### src/include/ckpd_regs.svh
// register offsets, field positions, reset values and timing counts of the clock controller
// assumes a 32-bit ahb-lite slave with one aligned word per register
`ifndef CKPD_REGS_SVH
`define CKPD_REGS_SVH

// ----------------------------------------------------------------
// offsets
// ----------------------------------------------------------------
`define CKPD_OFS_PWRCTL   6'h00
`define CKPD_OFS_AHB_CLOCK_ENABLE   6'h04
`define CKPD_OFS_APB_CLOCK_ENABLE   6'h08
`define CKPD_OFS_STATUS   6'h0c
`define CKPD_OFS_SEL0     6'h10
`define CKPD_OFS_SEL1     6'h14
`define CKPD_OFS_CLOCK_DIVIDER_NUMBER   6'h18
`define CKPD_OFS_SEL2     6'h1c
`define CKPD_OFS_PLLCTL   6'h20
`define CKPD_OFS_FREQUENCY_DIVIDER_CONTROL   6'h24

// ----------------------------------------------------------------
// power_down_control fields
// ----------------------------------------------------------------
`define CKPD_HXT_EN_BIT   0
`define CKPD_LXT_EN_BIT   1
`define CKPD_HIRC_EN_BIT  2
`define CKPD_LIRC_EN_BIT  3
`define CKPD_WK_DLY_BIT   4
`define CKPD_WK_IE_BIT    5
`define CKPD_WK_FLAG_BIT  6
`define CKPD_PD_EN_BIT    7
`define CKPD_WAIT_CPU_BIT 8

// ----------------------------------------------------------------
// reset values
// ----------------------------------------------------------------
`define CKPD_RST_PWRCTL   9'h01c
`define CKPD_RST_AHB_CLOCK_ENABLE   32'h0000000d
`define CKPD_RST_APB_CLOCK_ENABLE   32'h00000000
`define CKPD_RST_SEL0     6'h3f
`define CKPD_RST_SEL1     32'hffffffff
`define CKPD_RST_CLOCK_DIVIDER_NUMBER   32'h00000000
`define CKPD_RST_SEL2     32'h000000ff
`define CKPD_RST_PLLCTL   32'h0005c22e
`define CKPD_RST_FREQUENCY_DIVIDER_CONTROL   5'h00

// ----------------------------------------------------------------
// wake-up delay counts, in system clock cycles
// ----------------------------------------------------------------
`define CKPD_DLY_HXT_CYC  4096
`define CKPD_DLY_HIRC_CYC 256

`endif

### src/include/ckpd_pkg.sv
// types shared by the clock and power-down controller
// assumes nothing beyond a systemverilog compiler
package ckpd_pkg;

    // power sequencing states, one-hot
    typedef enum logic [2:0] {
        PD_ACTIVE = 3'b001,
        PD_DOWN   = 3'b010,
        PD_WKDLY  = 3'b100
    } ckpd_state_t;

    // clock source codes of the select fields
    typedef enum logic [2:0] {
        SRC_HXT  = 3'h0,
        SRC_LXT  = 3'h1,
        SRC_PLL  = 3'h2,
        SRC_LIRC = 3'h3,
        SRC_HIRC = 3'h7
    } ckpd_src_t;

endpackage

### src/design/ckpd_clock_ctrl.sv
// clock source selection, power-down sequencing and clock-out divider
// assumes source clocks arrive as levels synchronous to sys_clk, and an ahb-lite master
// Operation
// - five sources; pll fed from hxt or hirc
// - system clock follows select0 bits 2:0
// - systick uses cpu clock or select0 5:3
// - no cpu wait: enter power-down at once
// - cpu wait: enter power-down after cpu sleeps
// - stay powered down until wake-up event
// - power-down stops hxt and hirc
// - lxt and lirc follow only their enables
// - power-down stops pll and system clock
// - only low-speed peripheral clocks keep running
// - wake-up clears power-down enable bit
// - sixteen divide-by-two stages, one tapped out
// - divider output is input over 2^(n+1)
// - divider enable starts the chained counter
// - disabled divider stops only once output low
// - wake-up sets flag; write one clears
// - wake irq is flag and enable together
// - optional wake delay 4096 hxt, 256 hirc
// - four bits enable the four oscillators
//
// The AHB-Lite slave port was chosen for this implementation.
`include "ckpd_regs.svh"

module ckpd_clock_ctrl
    import ckpd_pkg::*;
#(
    parameter int NUM_PERIPH   = 8,
    parameter int WAKE_DLY_HXT = `CKPD_DLY_HXT_CYC
) (
    // clock and reset
    input  wire logic                  sys_clk,
    input  wire logic                  reset_n,
    // ahb-lite slave
    input  wire logic                  hsel,
    input  wire logic [31:0]           haddr,
    input  wire logic [1:0]            htrans,
    input  wire logic                  hwrite,
    input  wire logic [2:0]            hsize,
    input  wire logic [31:0]           hwdata,
    input  wire logic                  hready,
    output logic      [31:0]           hrdata,
    output logic                       hreadyout,
    output logic                       hresp,
    // clock sources, sampled as levels
    input  wire logic                  hxtClk,
    input  wire logic                  lxtClk,
    input  wire logic                  pllClk,
    input  wire logic                  lircClk,
    input  wire logic                  hircClk,
    // core and system side
    input  wire logic                  cpuSleeping,
    input  wire logic                  wakeupEvent,
    input  wire logic                  writeProtectUnlock,
    input  wire logic                  systickCtrlClkSrc,
    input  wire logic [NUM_PERIPH-1:0] periphLowSpeedSrc,
    // oscillator and pll enables
    output logic                       hxtOscEn,
    output logic                       lxtOscEn,
    output logic                       hircOscEn,
    output logic                       lircOscEn,
    output logic                       pllEnable,
    output logic                       pllSrcHirc,
    // generated clocks and status
    output logic                       sysClkOut,
    output logic                       systickRefClock,
    output logic                       systickClock,
    output logic [NUM_PERIPH-1:0]      periphClkRun,
    output logic                       clockOutPin,
    output logic                       powerDown,
    output logic                       wakeupIrq
);

    // ----------------------------------------------------------------
    // registers
    // ----------------------------------------------------------------
    logic [8:0]  pwrCtl_reg, pwrCtl_next;
    logic [31:0] ahb_clock_enable_reg, apb_clock_enable_reg, sel1_reg, clock_divider_number_reg, sel2_reg, pllCtl_reg;
    logic [5:0]  sel0_reg;
    logic [4:0]  frequency_divider_control_reg;
    logic [5:0]  addr_reg;
    logic        wrPend_reg, rdPend_reg;
    logic [31:0] rdData_reg;
    ckpd_state_t state_reg, state_next;
    logic [12:0] dlyCnt_reg;

    // ----------------------------------------------------------------
    // bus decode
    // ----------------------------------------------------------------
    wire        busTake   = hsel && htrans[1] && hready;
    wire        wrPhase   = wrPend_reg;
    wire        wrPwr     = wrPhase && (addr_reg == `CKPD_OFS_PWRCTL);
    wire        wrSel0    = wrPhase && (addr_reg == `CKPD_OFS_SEL0);
    wire        wrFrq     = wrPhase && (addr_reg == `CKPD_OFS_FREQUENCY_DIVIDER_CONTROL);
    wire [5:0]  rdAddr    = addr_reg;
    wire        inPd      = (state_reg == PD_DOWN);
    wire        clocksOff = (state_reg != PD_ACTIVE);
    wire [31:0] statusWord = {26'h0, clocksOff, pllEnable, lircOscEn, hircOscEn,
                              lxtOscEn, hxtOscEn};
    logic [31:0] rdMux;

    always_comb begin
        case (rdAddr)
            `CKPD_OFS_PWRCTL: rdMux = {23'h0, pwrCtl_reg};
            `CKPD_OFS_AHB_CLOCK_ENABLE: rdMux = ahb_clock_enable_reg;
            `CKPD_OFS_APB_CLOCK_ENABLE: rdMux = apb_clock_enable_reg;
            `CKPD_OFS_STATUS: rdMux = statusWord;
            `CKPD_OFS_SEL0:   rdMux = {26'h0, sel0_reg};
            `CKPD_OFS_SEL1:   rdMux = sel1_reg;
            `CKPD_OFS_CLOCK_DIVIDER_NUMBER: rdMux = clock_divider_number_reg;
            `CKPD_OFS_SEL2:   rdMux = sel2_reg;
            `CKPD_OFS_PLLCTL: rdMux = pllCtl_reg;
            `CKPD_OFS_FREQUENCY_DIVIDER_CONTROL: rdMux = {27'h0, frequency_divider_control_reg};
            default:          rdMux = 32'h0;
        endcase
    end

    // reads take one wait state so a write just before is already visible
    assign hreadyout = !rdPend_reg;
    assign hresp     = 1'b0;
    assign hrdata    = rdData_reg;

    always_ff @(posedge sys_clk or negedge reset_n) begin
        if (!reset_n) begin
            addr_reg   <= 6'h00;
            wrPend_reg <= 1'b0;
            rdPend_reg <= 1'b0;
            rdData_reg <= 32'h0;
        end else begin
            wrPend_reg <= busTake && hwrite;
            rdPend_reg <= busTake && !hwrite;
            if (busTake) begin
                addr_reg <= {haddr[5:2], 2'b00};
            end
            if (rdPend_reg) begin
                rdData_reg <= rdMux;
            end
        end
    end

    // ----------------------------------------------------------------
    // power-down control register
    // ----------------------------------------------------------------
    wire wakeNow   = inPd && wakeupEvent;
    wire flagClear = wrPwr && hwdata[`CKPD_WK_FLAG_BIT];
    wire lockedWr  = wrPwr && writeProtectUnlock;

    always_comb begin
        pwrCtl_next = pwrCtl_reg;
        if (lockedWr) begin
            pwrCtl_next[8:7] = hwdata[8:7];
            pwrCtl_next[5:0] = hwdata[5:0];
        end
        if (flagClear) begin
            pwrCtl_next[`CKPD_WK_FLAG_BIT] = 1'b0;
        end
        if (wakeNow) begin
            pwrCtl_next[`CKPD_WK_FLAG_BIT] = 1'b1;
            pwrCtl_next[`CKPD_PD_EN_BIT]   = 1'b0;
        end
    end

    always_ff @(posedge sys_clk or negedge reset_n) begin
        if (!reset_n) begin
            pwrCtl_reg <= `CKPD_RST_PWRCTL;
            ahb_clock_enable_reg <= `CKPD_RST_AHB_CLOCK_ENABLE;
            apb_clock_enable_reg <= `CKPD_RST_APB_CLOCK_ENABLE;
            sel0_reg   <= `CKPD_RST_SEL0;
            sel1_reg   <= `CKPD_RST_SEL1;
            clock_divider_number_reg <= `CKPD_RST_CLOCK_DIVIDER_NUMBER;
            sel2_reg   <= `CKPD_RST_SEL2;
            pllCtl_reg <= `CKPD_RST_PLLCTL;
            frequency_divider_control_reg <= `CKPD_RST_FREQUENCY_DIVIDER_CONTROL;
        end else begin
            pwrCtl_reg <= pwrCtl_next;
            if (wrPhase && addr_reg == `CKPD_OFS_AHB_CLOCK_ENABLE) ahb_clock_enable_reg <= hwdata;
            if (wrPhase && addr_reg == `CKPD_OFS_APB_CLOCK_ENABLE) apb_clock_enable_reg <= hwdata;
            if (wrSel0) sel0_reg <= hwdata[5:0];
            if (wrPhase && addr_reg == `CKPD_OFS_SEL1) sel1_reg <= hwdata;
            if (wrPhase && addr_reg == `CKPD_OFS_CLOCK_DIVIDER_NUMBER) clock_divider_number_reg <= hwdata;
            if (wrPhase && addr_reg == `CKPD_OFS_SEL2) sel2_reg <= hwdata;
            if (wrPhase && addr_reg == `CKPD_OFS_PLLCTL) pllCtl_reg <= hwdata;
            if (wrFrq) frequency_divider_control_reg <= hwdata[4:0];
        end
    end

    wire pdEnable   = pwrCtl_reg[`CKPD_PD_EN_BIT];
    wire waitCpu    = pwrCtl_reg[`CKPD_WAIT_CPU_BIT];
    wire wakeFlag   = pwrCtl_reg[`CKPD_WK_FLAG_BIT];
    wire wakeIrqEn  = pwrCtl_reg[`CKPD_WK_IE_BIT];
    wire wakeDlyEn  = pwrCtl_reg[`CKPD_WK_DLY_BIT];
    wire [2:0] sysSel = sel0_reg[2:0];
    wire [2:0] stSel  = sel0_reg[5:3];

    assign wakeupIrq = wakeFlag && wakeIrqEn;

    // ----------------------------------------------------------------
    // power-down sequencer
    // ----------------------------------------------------------------
    wire        enterPd  = pdEnable && (!waitCpu || cpuSleeping);
    wire        dlyOnHxt = (sysSel == SRC_HXT);
    wire        dlyOnIrc = (sysSel == SRC_HIRC);
    wire        useDly   = wakeDlyEn && (dlyOnHxt || dlyOnIrc);
    wire [12:0] dlyLoad  = dlyOnHxt ? 13'(WAKE_DLY_HXT - 1) : 13'(`CKPD_DLY_HIRC_CYC - 1);

    always_comb begin
        case (state_reg)
            PD_ACTIVE: state_next = enterPd ? PD_DOWN : PD_ACTIVE;
            PD_DOWN: begin
                if (wakeupEvent) begin
                    state_next = useDly ? PD_WKDLY : PD_ACTIVE;
                end else begin
                    state_next = PD_DOWN;
                end
            end
            PD_WKDLY: state_next = (dlyCnt_reg == 13'h0) ? PD_ACTIVE : PD_WKDLY;
            default:  state_next = PD_ACTIVE;
        endcase
    end

    always_ff @(posedge sys_clk or negedge reset_n) begin
        if (!reset_n) begin
            state_reg  <= PD_ACTIVE;
            dlyCnt_reg <= 13'h0;
        end else begin
            state_reg <= state_next;
            if (wakeNow) begin
                dlyCnt_reg <= dlyLoad;
            end else if (dlyCnt_reg != 13'h0) begin
                dlyCnt_reg <= dlyCnt_reg - 13'h1;
            end
        end
    end

    assign powerDown  = inPd;
    // high-speed sources stop, low-speed ones only follow their enable bits
    assign hxtOscEn   = pwrCtl_reg[`CKPD_HXT_EN_BIT] && !inPd;
    assign hircOscEn  = pwrCtl_reg[`CKPD_HIRC_EN_BIT] && !inPd;
    assign lxtOscEn   = pwrCtl_reg[`CKPD_LXT_EN_BIT];
    assign lircOscEn  = pwrCtl_reg[`CKPD_LIRC_EN_BIT];
    assign pllEnable  = !inPd;
    assign pllSrcHirc = pllCtl_reg[19];

    genvar p;
    generate
        for (p = 0; p < NUM_PERIPH; p++) begin : g_periph
            assign periphClkRun[p] = !inPd || periphLowSpeedSrc[p];
        end
    endgenerate

    // ----------------------------------------------------------------
    // glitch-free source multiplexers
    // ----------------------------------------------------------------
    wire [4:0] srcLevels = {hircClk, lircClk, pllClk, lxtClk, hxtClk};

    function automatic logic pickSrc(input logic [4:0] lv, input logic [2:0] code);
        case (code)
            SRC_HXT:  pickSrc = lv[0];
            SRC_LXT:  pickSrc = lv[1];
            SRC_PLL:  pickSrc = lv[2];
            SRC_LIRC: pickSrc = lv[3];
            default:  pickSrc = lv[4];
        endcase
    endfunction

    // switch only while both old and new source sit low, so no pulse is cut
    logic [2:0] sysAct_reg, stAct_reg;
    logic       sysClk_reg, stRef_reg, systick_ref_clock_reg;
    wire        sysNew = pickSrc(srcLevels, sysSel);
    wire        sysCur = pickSrc(srcLevels, sysAct_reg);
    wire        stNew  = pickSrc(srcLevels, stSel);
    wire        stCur  = pickSrc(srcLevels, stAct_reg);

    always_ff @(posedge sys_clk or negedge reset_n) begin
        if (!reset_n) begin
            sysAct_reg <= SRC_HIRC;
            stAct_reg  <= SRC_HIRC;
            sysClk_reg <= 1'b0;
            stRef_reg  <= 1'b0;
            systick_ref_clock_reg  <= 1'b0;
        end else begin
            if (!sysClk_reg && !sysNew) sysAct_reg <= sysSel;
            if (!stRef_reg && !stNew) stAct_reg <= stSel;
            sysClk_reg <= sysCur && !clocksOff;
            stRef_reg  <= stCur;
            systick_ref_clock_reg  <= systickCtrlClkSrc ? sysClk_reg : stRef_reg;
        end
    end

    assign sysClkOut       = sysClk_reg;
    assign systickRefClock = stRef_reg;
    assign systickClock    = systick_ref_clock_reg;

    // ----------------------------------------------------------------
    // frequency divider
    // ----------------------------------------------------------------
    logic [15:0] divCnt_reg;
    logic        divRun_reg, divOut_reg, divInPrev_reg;
    wire  [3:0]  divTap  = frequency_divider_control_reg[3:0];
    wire         divEn   = frequency_divider_control_reg[4];
    wire         divTick = sysClk_reg && !divInPrev_reg;
    wire         tapLvl  = divCnt_reg[divTap];

    always_ff @(posedge sys_clk or negedge reset_n) begin
        if (!reset_n) begin
            divCnt_reg    <= 16'h0;
            divRun_reg    <= 1'b0;
            divOut_reg    <= 1'b0;
            divInPrev_reg <= 1'b0;
        end else begin
            divInPrev_reg <= sysClk_reg;
            if (divEn) begin
                divRun_reg <= 1'b1;
            end else if (!tapLvl) begin
                divRun_reg <= 1'b0;
            end
            if (divRun_reg && divTick) begin
                divCnt_reg <= divCnt_reg + 16'h1;
            end
            divOut_reg <= divRun_reg && tapLvl;
        end
    end

    assign clockOutPin = divOut_reg;
endmodule

### config.mk
export PLATFORM = sky130hd
export DESIGN_NAME = ckpd_clock_ctrl
export DESIGN_NICKNAME = d
export VERILOG_FILES = /design/src/include/ckpd_pkg.sv /design/src/design/ckpd_clock_ctrl.sv
export VERILOG_INCLUDE_DIRS = /design/src /design/src/include
export SDC_FILE = /design/constraint.sdc
export NUM_CORES = 1
export LEC_CHECK = 0
export BUFFER_PORTS_ARGS = -buffer_cell sky130_fd_sc_hd__clkbuf_2
export CAP_MARGIN = 20
export CORE_MARGIN = 2
export CORE_UTILIZATION = 60
export DETAILED_ROUTE_END_ITERATION = 10
export PLACE_DENSITY = 0.86
export SLEW_MARGIN = 20
export SYNTH_ARGS = -nofsm -noshare
export SYNTH_HDL_FRONTEND = slang
export SYNTH_SLANG_ARGS = --single-unit
### constraint.sdc
create_clock -name sys_clk -period 2.6 [get_ports sys_clk]
set_input_delay 0.26 -clock sys_clk [delete_from_list [all_inputs] [get_ports sys_clk]]
set_output_delay 0.26 -clock sys_clk [all_outputs]
set_load 0.02 [all_outputs]
==> results of run 1 <==
[cell type report]
type	count	share of cell area
sequential	294	0.486
tap	280	0.0229
timing repair buffer	166	0.0731
inverter	9	0.00220
clock buffer	46	0.0554
multi-input combinational	598	0.351
clock inverter	8	0.0101
[power by group]
part           leakage [µW]  internal, µW  switching, µW  total [µW]
registers           0.00346          5480            611        6090
clock network      0.000492          2640           1740        4380
logic               0.00282          1150           1170        2330
total               0.00677          9270           3530       12800
[worst paths after layout]
check	start	slack, ns	to
worst max-delay path	state_reg[2]	0.35	hircOscEn
worst min-delay path	hwdata[25]	0.005	ahb_clock_enable_reg[25]
worst max register to register	addr_reg[3]	0.41	hrdata[1]
worst min register to register	divCnt_reg[15]	0.48	divCnt_reg[15]
max in group asynchronous	reset_n	1.49	sel1_reg[10]
min in group asynchronous	reset_n	0.30	divCnt_reg[6]
[layer usage]
| metal | part of all wire | routed length [µm] | vias to the layer above | GRT usage |
|---|---|---|---|---|
| met3 | 0.072 | 2220 | 67 | 0.0434 |
| li1 | - | - | 3907 | - |
| met1 | 0.41 | 12500 | 4558 | 0.359 |
| met5 | 0 | 0 | - | 0 |
| met2 | 0.49 | 15100 | 390 | 0.447 |
| met4 | 0.027 | 834 | 0 | 0.0903 |
[stage by stage]
| stage | hold WS (ns) | utilization |
|---|---|---|
| finish | 0.00512 | 0.709 |
| global route | 0.00640 | 0.709 |
| CTS | 0.000542 | 0.709 |
| detailed placement | 0.298 | 0.652 |
| global placement | 0.301 | 0.652 |
| floorplan | -0.0356 | - |
[kinds of logic (layout without fill, tap and decap cells)]
group / after synthesis / in the layout / synth area share
AOI/OAI and AO/OA: 172 / 172 / 0.0993
xor gates and xnor gates: 18 / 18 / 0.0120
adders and majority gates: 2 / 2 / 0.00191
other: 1 / 1 / 0.000286
DFF: 294 / 294 / 0.567
muxes: 254 / 254 / 0.223
buffers and inverters: 69 / 229 / 0.0257
and+or+nand+nor: 151 / 151 / 0.0715
[placed cells by master, fill, tap and decap left out, types with 4 or more instances in the layout]
| master | synthesis | final |
|---|---|---|
| xor2_1 | 8 | 8 |
| and2_1 | 7 | 7 |
| o21ai_0 | 22 | 22 |
| a22oi_1 | 7 | 7 |
| mux4_2 | 7 | 7 |
| clkbuf_1 | 10 | 11 |
| inv_1 | 9 | 9 |
| clkbuf_2 | 0 | 110 |
| dfstp_2 | 68 | 68 |
| nand3_1 | 10 | 10 |
| a222oi_1 | 46 | 46 |
| buf_4 | 7 | 26 |
| nand2b_1 | 10 | 10 |
| nand2_1 | 29 | 29 |
| mux2_2 | 201 | 201 |
| clkbuf_8 | 0 | 6 |
| buf_12 | 0 | 7 |
| nand4_1 | 4 | 4 |
| dfrtp_1 | 226 | 226 |
| dlygate4sd3_1 | 0 | 22 |
| xnor2_1 | 10 | 10 |
| and3_1 | 15 | 15 |
| clkbuf_16 | 0 | 29 |
| nand3b_1 | 10 | 10 |
| mux2i_1 | 14 | 14 |
| nor3_1 | 8 | 8 |
| a21o_1 | 25 | 25 |
| mux2_1 | 32 | 32 |
| nor2_1 | 21 | 21 |
| bufinv_16 | 0 | 4 |
| a21oi_1 | 34 | 34 |
| nor2b_1 | 6 | 6 |
[worst register-to-register path: stages (launching register included)]
cell and delay (ns):
dfrtp_1 0.48, buf_4 0.28, o21ai_0 0.30, nand2_1 0.34, or4b_1 0.57, o311ai_0 0.11
[what timing repair did]
action,in CTS,in global routing
resized for setup,0,1
endpoints found under the setup margin,0,2
endpoints found under the hold margin,81,0
hold buffers,22,0
==> flow_summary_export.csv, run 1 <==
group,metric,value,unit
yosys,netlist_top_cells_count,"226 x dfrtp_1, 201 x mux2_2, 68 x dfstp_2, 46 x a222oi_1, 42 x buf_2",
drt,pre_repair_dr_iteration_count,6,
setup_path,path_cells,"nor3b_2 -> inv_1 -> and2_1 -> clkbuf_2",
sta,worst_clock_skew,0.0175,ns
yosys,synth_top_cell_area_share,0.431,
sta,layout_worst_path_cycle_share,0.864,
clock_network,clock_sinks,294,
drt,post-route-drc-count,0,
die,core_region_area,21600,µm²
clock_network,postCtsSetupRepairBufs,0,
global_route,global_route_wire_length_before_repair,50.4,mm
setup_path,path_delay_family,"simple AND/OR/NAND/NOR gates",
drt,drt-total-wl,30.7,mm
yosys,synth_ff_type,"dfrtp_1",
yosys,post_synth_num_cell_types,72,
cells_and_area,diodes,0,
sta,hold_violations,0,
cells_and_area,fillcell_total,1404,
sta,totalNegativeSetupSlack,0,ns
clock_network,tritoncts,"yes",
cells_and_area,multi_input_area,5380,µm²
setup_path,worstPathArrival,1.99,ns
drt,route.antenna.remaining_nets,0,
cells_and_area,final_nets,1191,
sta,timing.final.setup_violations,0,
sta,period_needed,2.25,ns
power_and_ir_drop,worst_ir_drop_vdd,0.652,mV
job,drv.max_cap_violation_count,0,
setup_path,cp_data_required_time,2.34,ns
yosys,synth-seq-cells,294,
clock_network,worst_setup_hold_path_clk_slew,0.06,ns
setup_path,reg2reg_depth,5,
setup_path,crit_path_capture_type,"output pin",
yosys,synth.area.top_cells,"dfrtp_1 43%, mux2_2 17%, dfstp_2 14%, a222oi_1 3.5%, mux2_1 2.7%",
drt,detail_route.iter0.violations,861,
sta,timing_worst_slew_pin_value,0.655,ns
sta,max_clock_freq,0.445,GHz
setup_path,worst_path_slowest_cell,"dfrtp_1",
sta,maxSlewViolCount,0,
global_route,first_global_vias,9443,
yosys,synth.most_common_cell,"dfrtp_1",
sta,rsz0062_at_grt,"false",
placement,finalWeightedCongestion,0.829,
setup_path,worstPathMaxFanout,6,
cells_and_area,final-seq-area,7440,µm²
die,floorplan.die_area,23100,µm²
global_route,antenna_found_initial,0,
status,status,"finished, final reports clean",
yosys,synthesis.instances,961,
placement,dpl_cell_area,14100,µm²
yosys,synth-warning-count,0,
yosys,synth_sequential_area_ratio,0.567,
global_route,largest_net_degree_at_the_start_of_global_routing,82,
die,i_o_pin_cnt,145,
setup_path,cp-start-kind,"register",
global_route,grt_overflow,0,
yosys,synth_nets,1054,
cells_and_area,finalNonFillerCells,1401,
clock_network,clock_path_buffers,3,
power_and_ir_drop,p_leak,0.00677,µW
setup_path,critPathMaxStageDelay,0.42,ns
die,die_x,152,µm
setup_path,path_depth,4,
setup_path,crit_buf_inv,2,
clock_network,htreeDepth,1,
yosys,synth-edff-count,0,
drt,count_of_vias_placed_by_the_detailed_router,8922,
power_and_ir_drop,power.density_cell_area,835,nW/µm²
global_route,gr-usage-all-layers,0.267,
yosys,netlist.top_cell.by_area,"dfrtp_1",
cells_and_area,finish.instance_area,15300,µm²
die,dieHeight,152,µm
die,floorplan.initialDensity,0.607,
yosys,post_synth.cell_area_avg,13.7,µm²
die,placement_rows,54,
drt,drt-vias-per-instance,6.37,
power_and_ir_drop,p_total,12800,µW
sta,final_critical_path_setup_slack,0.354,ns
placement,number_of_buffer_cells_added_on_primary_ports,111,
setup_path,critical_path_class,"reg2out",
placement,detailedPlace.worstSlack,0.446,ns
min_path,hold_path_depth,2,
cells_and_area,areaGrowthSynthToFinish,16.7,%
clock_network,cts_buffer_count,29,
placement,place.detailed.instances,1325,
yosys,mappedNetlistArea,13100,µm²
clock_network,clock_latency,0.56,ns
cells_and_area,final_layout_size_suffix_gt1_frac,0.429,
sta,max_slew_margin_vs_limit,0.563,
clock_network,cts.root.buffer_cell,"clkbuf_16",
drt,drt-wirelength-per-cell,21.9,µm
yosys,synthArstFlopShare,1.00,
placement,dp_hpwl,19.3,mm
min_path,kind_of_path_behind_the_tightest_hold_check,"in2reg",
Note: power is estimated with default switching activity, not from simulation.
==> run 2, diff against run 1 <==
--- a/config.mk
+++ b/config.mk
@@ -11,6 +11,7 @@
 export CORE_MARGIN = 2
 export CORE_UTILIZATION = 60
 export DETAILED_ROUTE_END_ITERATION = 10
+export MAX_ROUTING_LAYER = met4
 export PLACE_DENSITY = 0.86
 export SLEW_MARGIN = 20
 export SYNTH_ARGS = -nofsm -noshare
==> flow_summary_export.csv, run 2 (same netlist as run 1, synthesis figures left out) <==
group,metric,value,unit
status,status,"finished, final reports clean",
die,core_region_area,21600,µm²
setup_path,crit_path_capture_type,"output pin",
setup_path,cp-start-kind,"register",
global_route,largest_net_degree_at_the_start_of_global_routing,82,
clock_network,cts.root.buffer_cell,"clkbuf_16",
global_route,antenna_found_initial,0,
setup_path,cp_data_required_time,2.34,ns
cells_and_area,finish.instance_area,15300,µm²
drt,route.antenna.remaining_nets,0,
global_route,grt_overflow,0,
sta,layout_worst_path_cycle_share,0.858,
die,placement_rows,54,
power_and_ir_drop,p_leak,0.00677,µW
cells_and_area,final_common_cell,"dfrtp_1",
power_and_ir_drop,worst_ir_drop_vdd,0.644,mV
clock_network,clock_latency,0.56,ns
min_path,hold_path_depth,2,
die,floorplan.initialDensity,0.607,
sta,totalNegativeSetupSlack,0,ns
cells_and_area,finalNonFillerCells,1401,
drt,pre_repair_dr_iteration_count,7,
placement,dpl_cell_area,14100,µm²
global_route,first_global_vias,9443,
cells_and_area,fillcell_total,1404,
setup_path,critical_path_class,"reg2out",
die,floorplan.die_area,23100,µm²
global_route,global_route_wire_length_before_repair,50.3,mm
global_route,global_route.usage.met2,0.448,
drt,detail_route.iter0.violations,873,
sta,period_needed,2.23,ns
sta,timing.final.setup_violations,0,
sta,timing_worst_slew_pin_value,0.654,ns
sta,hold_violations,0,
global_route,grt.met1_usage,0.358,
die,die_x,152,µm
min_path,worstHoldEndpoint,"ahb_clock_enable_reg[25]",
placement,dp_hpwl,19.3,mm
clock_network,cts_buffer_count,29,
die,dieHeight,152,µm
job,drv.max_cap_violation_count,0,
die,i_o_pin_cnt,145,
drt,drt-total-wl,30.7,mm
clock_network,clock_sinks,294,
sta,maxSlewViolCount,0,
setup_path,worstReg2RegStart,"addr_reg[3]",
placement,number_of_buffer_cells_added_on_primary_ports,111,
clock_network,tritoncts,"yes",
drt,post-route-drc-count,0,
sta,max_clock_freq,0.448,GHz
drt,count_of_vias_placed_by_the_detailed_router,8943,
sta,whs,0.00597,ns
sta,max_slew_margin_vs_limit,0.564,
global_route,gr-usage-all-layers,0.275,
cells_and_area,areaGrowthSynthToFinish,16.7,%
sta,rsz0062_at_grt,"false",
cells_and_area,final_nets,1191,
cells_and_area,diodes,0,
cells_and_area,finish.utilization,0.709,
sta,worst_clock_skew,0.0151,ns
power_and_ir_drop,power.density_cell_area,835,nW/µm²
setup_path,worst-r2r-setup-slack,0.41,ns
placement,finalWeightedCongestion,0.842,
setup_path,worstPathMaxFanout,6,
min_path,kind_of_path_behind_the_tightest_hold_check,"in2reg",
setup_path,ff_to_ff_end,"hrdata[1]",
drt,drt-vias-per-instance,6.38,
clock_network,htreeDepth,1,
placement,place.detailed.instances,1325,
cells_and_area,final_layout_size_suffix_gt1_frac,0.429,
drt,drt-wirelength-per-cell,21.9,µm
clock_network,clock_path_buffers,3,
clock_network,worst_setup_hold_path_clk_slew,0.06,ns
global_route,grt_most_used_layer,"met2",
min_path,holdCritStartpoint,"hwdata[25]",
setup_path,worstPathArrival,1.97,ns
setup_path,reg2reg_depth,5,
global_route,groute.layer.met3.usage,0.0419,
cells_and_area,mostFrequentLayoutCells,"226 x dfrtp_1, 201 x mux2_2, 110 x clkbuf_2",
-- run 2: cell counts in the layout (fill, tap and decap cells not counted) --
No cell type changed its count.
-- run 2: timing repair --
action,in CTS,in global routing
setup buffers,0,0
setup endpoints to repair,0,2
hold buffers,22,0
resized for setup,0,1
endpoints found under the hold margin,81,0
-- run 2: critical path, stage by stage, from the launching register on --
cell and delay (ns):
dfrtp_1 0.42, nor3b_2 0.37, inv_1 0.23, and2_1 0.24, clkbuf_2 0.16
-- run 2: power breakdown --
part           internal, µW  leakage (µW)  switching (µW)
registers              5480       0.00346             613
logic                  1150       0.00282            1170
clock network          2640      0.000492            1750
-- run 2: layout make-up --
cell class	instances	area (µm²)	area share
Clock buffer	46	850	0.0554
Inverter	9	33.8	0.00220
Sequential cell	294	7440	0.486
Multi-Input combinational cell	598	5380	0.351
Tap cell	280	350	0.0229
Clock inverter	8	155	0.0101
Timing Repair Buffer	166	1120	0.0731
-- run 2: worst max path at each step --
stage,cells past startpoint,endpoint,start,slack [ns]
2_1_floorplan,4,sysAct_reg[0],sel0_reg[0],0.81
3_5_place_dp,6,sel2_reg[15],addr_reg[4],0.45
6_report,4,hircOscEn,state_reg[2],0.37
5_1_grt,4,hircOscEn,state_reg[2],0.27
4_1_cts,4,hircOscEn,state_reg[2],0.09
3_3_place_gp,6,sel2_reg[15],addr_reg[4],0.48
-- run 2: through the flow --
step           power (µW)  setup slack [ns]
6_report            12800             0.369
5_1_grt             13300             0.270
4_1_cts             12800            0.0905
3_5_place_dp         8410             0.446
3_3_place_gp         8260             0.483
2_1_floorplan        7570             0.806
-- run 2: metal layers --
metal / vias up / routed length [µm]
li1: 3910 / -
met1: 4605 / 12700
met2: 361 / 15200
met3: 67 / 2060
met4: 0 / 796
met5: - / 0
==> run 3, diff against run 2 <==
--- a/config.mk
+++ b/config.mk
@@ -9,10 +9,10 @@
 export BUFFER_PORTS_ARGS = -buffer_cell sky130_fd_sc_hd__clkbuf_2
 export CAP_MARGIN = 20
 export CORE_MARGIN = 2
-export CORE_UTILIZATION = 60
+export CORE_UTILIZATION = 53
 export DETAILED_ROUTE_END_ITERATION = 10
 export MAX_ROUTING_LAYER = met4
-export PLACE_DENSITY = 0.86
+export PLACE_DENSITY = 0.81
 export SLEW_MARGIN = 20
 export SYNTH_ARGS = -nofsm -noshare
 export SYNTH_HDL_FRONTEND = slang
==> constraint.sdc (replaced) <==
create_clock -name sys_clk -period 2.05 [get_ports sys_clk]
set_input_delay 0.205 -clock sys_clk [delete_from_list [all_inputs] [get_ports sys_clk]]
set_output_delay 0.205 -clock sys_clk [all_outputs]
set_load 0.02 [all_outputs]
==> flow_summary_export.csv, run 3 (same netlist as run 1, synthesis figures left out) <==
group,metric,value,unit
setup_path,worst_setup_path_startpoint,"state_reg[2]",
drt,pre_repair_dr_iteration_count,7,
setup_path,critPathMaxStageDelay,0.44,ns
sta,hold_violations,0,
cells_and_area,fillcell_total,1716,
status,status,"finished, final reports clean",
power_and_ir_drop,p_leak,0.00698,µW
setup_path,cp-start-kind,"register",
min_path,kind_of_path_behind_the_tightest_hold_check,"in2reg",
power_and_ir_drop,swShare,0.272,
cells_and_area,finish.utilization,0.651,
clock_network,cts.root.buffer_cell,"clkbuf_16",
global_route,grt_overflow,0,
power_and_ir_drop,p_switching,4510,µW
drt,route.antenna.remaining_nets,0,
job,drv.max_cap_violation_count,0,
placement,finalWeightedCongestion,0.839,
setup_path,worstPathArrival,1.79,ns
cells_and_area,final_layout_size_suffix_gt1_frac,0.440,
global_route,antenna_found_initial,0,
setup_path,worstReg2RegStart,"addr_reg[2]",
sta,worst_clock_skew,0.0219,ns
sta,timing.final.setup_violations,0,
global_route,largest_net_degree_at_the_start_of_global_routing,93,
cells_and_area,areaGrowthSynthToFinish,20.5,%
drt,post-route-drc-count,0,
clock_network,tritoncts,"yes",
drt,wl_met2,15.7,mm
power_and_ir_drop,internal_power,12100,µW
global_route,global_route_wire_length_before_repair,50.6,mm
setup_path,path_cells,"nor3b_4 -> inv_1 -> and2_1 -> clkbuf_2",
global_route,gr-usage-all-layers,0.251,
die,placement_rows,57,
clock_network,clock_path_buffers,3,
power_and_ir_drop,p_seq_frac,0.464,
cells_and_area,final_common_cell,"dfrtp_1",
cells_and_area,mostFrequentLayoutCells,"224 x dfrtp_1, 201 x mux2_2, 110 x clkbuf_2",
global_route,first_global_vias,9404,
die,i_o_pin_cnt,145,
sta,period_needed,1.99,ns
setup_path,cp_data_required_time,1.85,ns
power_and_ir_drop,worst_ir_drop_vdd,0.745,mV
power_and_ir_drop,power.density_cell_area,1050,nW/µm²
power_and_ir_drop,p_comb_frac,0.188,
drt,drt-vias-per-instance,6.08,
sta,whs,0.0173,ns
cells_and_area,final_nets,1223,
drt,highest_layer,"met4",
clock_network,clock_latency,0.57,ns
setup_path,worst_path_slowest_cell,"dfrtp_1",
clock_network,worst_setup_hold_path_clk_slew,0.06,ns
cells_and_area,diodes,0,
sta,max_slew_margin_vs_limit,0.557,
setup_path,worstPathMaxFanout,6,
setup_path,crit_path_capture_type,"output pin",
die,die_x,161,µm
drt,drt-total-wl,31.5,mm
setup_path,worst-r2r-setup-slack,0.11,ns
drt,met1Wirelength,13.4,mm
die,floorplan.initialDensity,0.540,
die,dieHeight,161,µm
power_and_ir_drop,p_total,16600,µW
drt,count_of_vias_placed_by_the_detailed_router,8979,
sta,totalNegativeSetupSlack,0,ns
die,floorplan.die_area,26000,µm²
placement,number_of_buffer_cells_added_on_primary_ports,111,
sta,maxSlewViolCount,0,
sta,max_clock_freq,0.502,GHz
placement,dp_hpwl,19.8,mm
power_and_ir_drop,power.clock.fraction,0.348,
sta,timing_worst_slew_pin_value,0.664,ns
clock_network,htreeDepth,1,
drt,drt-wirelength-per-cell,21.3,µm
sta,layout_worst_path_cycle_share,0.971,
drt,detail_route.iter0.violations,841,
drt,met3_length,1.78,mm
clock_network,cts_buffer_count,29,
min_path,holdCritStartpoint,"hwdata[7]",
setup_path,critical_path_class,"reg2out",
clock_network,clock_sinks,294,
die,core_region_area,24300,µm²
run 3: changes by cell type in the layout (fill, tap and decap cells not counted), sizes merged:
cell	delta
clkinv	-2
dlygate4sd3	+12
buf	+20
clkbuf	+2
run 3: area by class of cell:
class | count | area [µm²] | area share
Sequential cell | 294 | 7440 | 0.471
Multi-Input combinational cell | 598 | 5380 | 0.340
Timing Repair Buffer | 198 | 1490 | 0.0943
Clock buffer | 48 | 917 | 0.0580
Tap cell | 324 | 405 | 0.0256
Clock inverter | 6 | 145 | 0.00917
Inverter | 9 | 33.8 | 0.00214
run 3: per-layer routing:
metal  vias to the layer above  GRT usage
met2                       310      0.415
met1                      4626      0.331
li1                       3979          -
met5                         -          -
met3                        64     0.0300
met4                         0     0.0726
run 3: through the flow:
step / cell area [µm²] / cells / setup WS [ns]
6_report: 15800 / 1477 / 0.0596
5_1_grt: 15800 / 1477 / -0.0174
4_1_cts: 15800 / 1476 / 0.0246
3_5_place_dp: 14400 / 1388 / 0.109
3_3_place_gp: 14400 / 1388 / 0.159
2_1_floorplan: 13100 / 961 / 0.256
run 3: final timing paths:
path	end	cells after the start
setup reg to reg	hrdata[22]	6
setup / recovery	hircOscEn	4
min in group asynchronous	divCnt_reg[14]	2
hold / removal	ahb_clock_enable_reg[7]	2
max in group asynchronous	sel2_reg[7]	3
hold reg to reg	hrdata[28]	1
run 3: worst max-delay path, delay by kind of cell, from the launching register on:
| kind | cells | cell delay, ns |
|---|---|---|
| buf+inv | 2 | 0.32 |
| flops | 1 | 0.44 |
| simple gates | 2 | 0.47 |
run 3: power groups by stage:
stage / Combinational (µW) / Clock, µW / Sequential, µW
global route: 3390 / 6060 / 7820
CTS: 3130 / 5840 / 7680
floorplan: 1830 / 0 / 7770
finish: 3120 / 5770 / 7700
global placement: 2950 / 0 / 7690
detailed placement: 3050 / 0 / 7760
run 3: timing repair:
action / 4_1_cts / 5_1_grt
buffers inserted: 0 / 1
hold endpoints to repair: 387 / 0
gates resized for setup: 2 / 2
setup endpoints to repair: 12 / 3
pin swaps: 0 / 1
hold buffers: 34 / 0
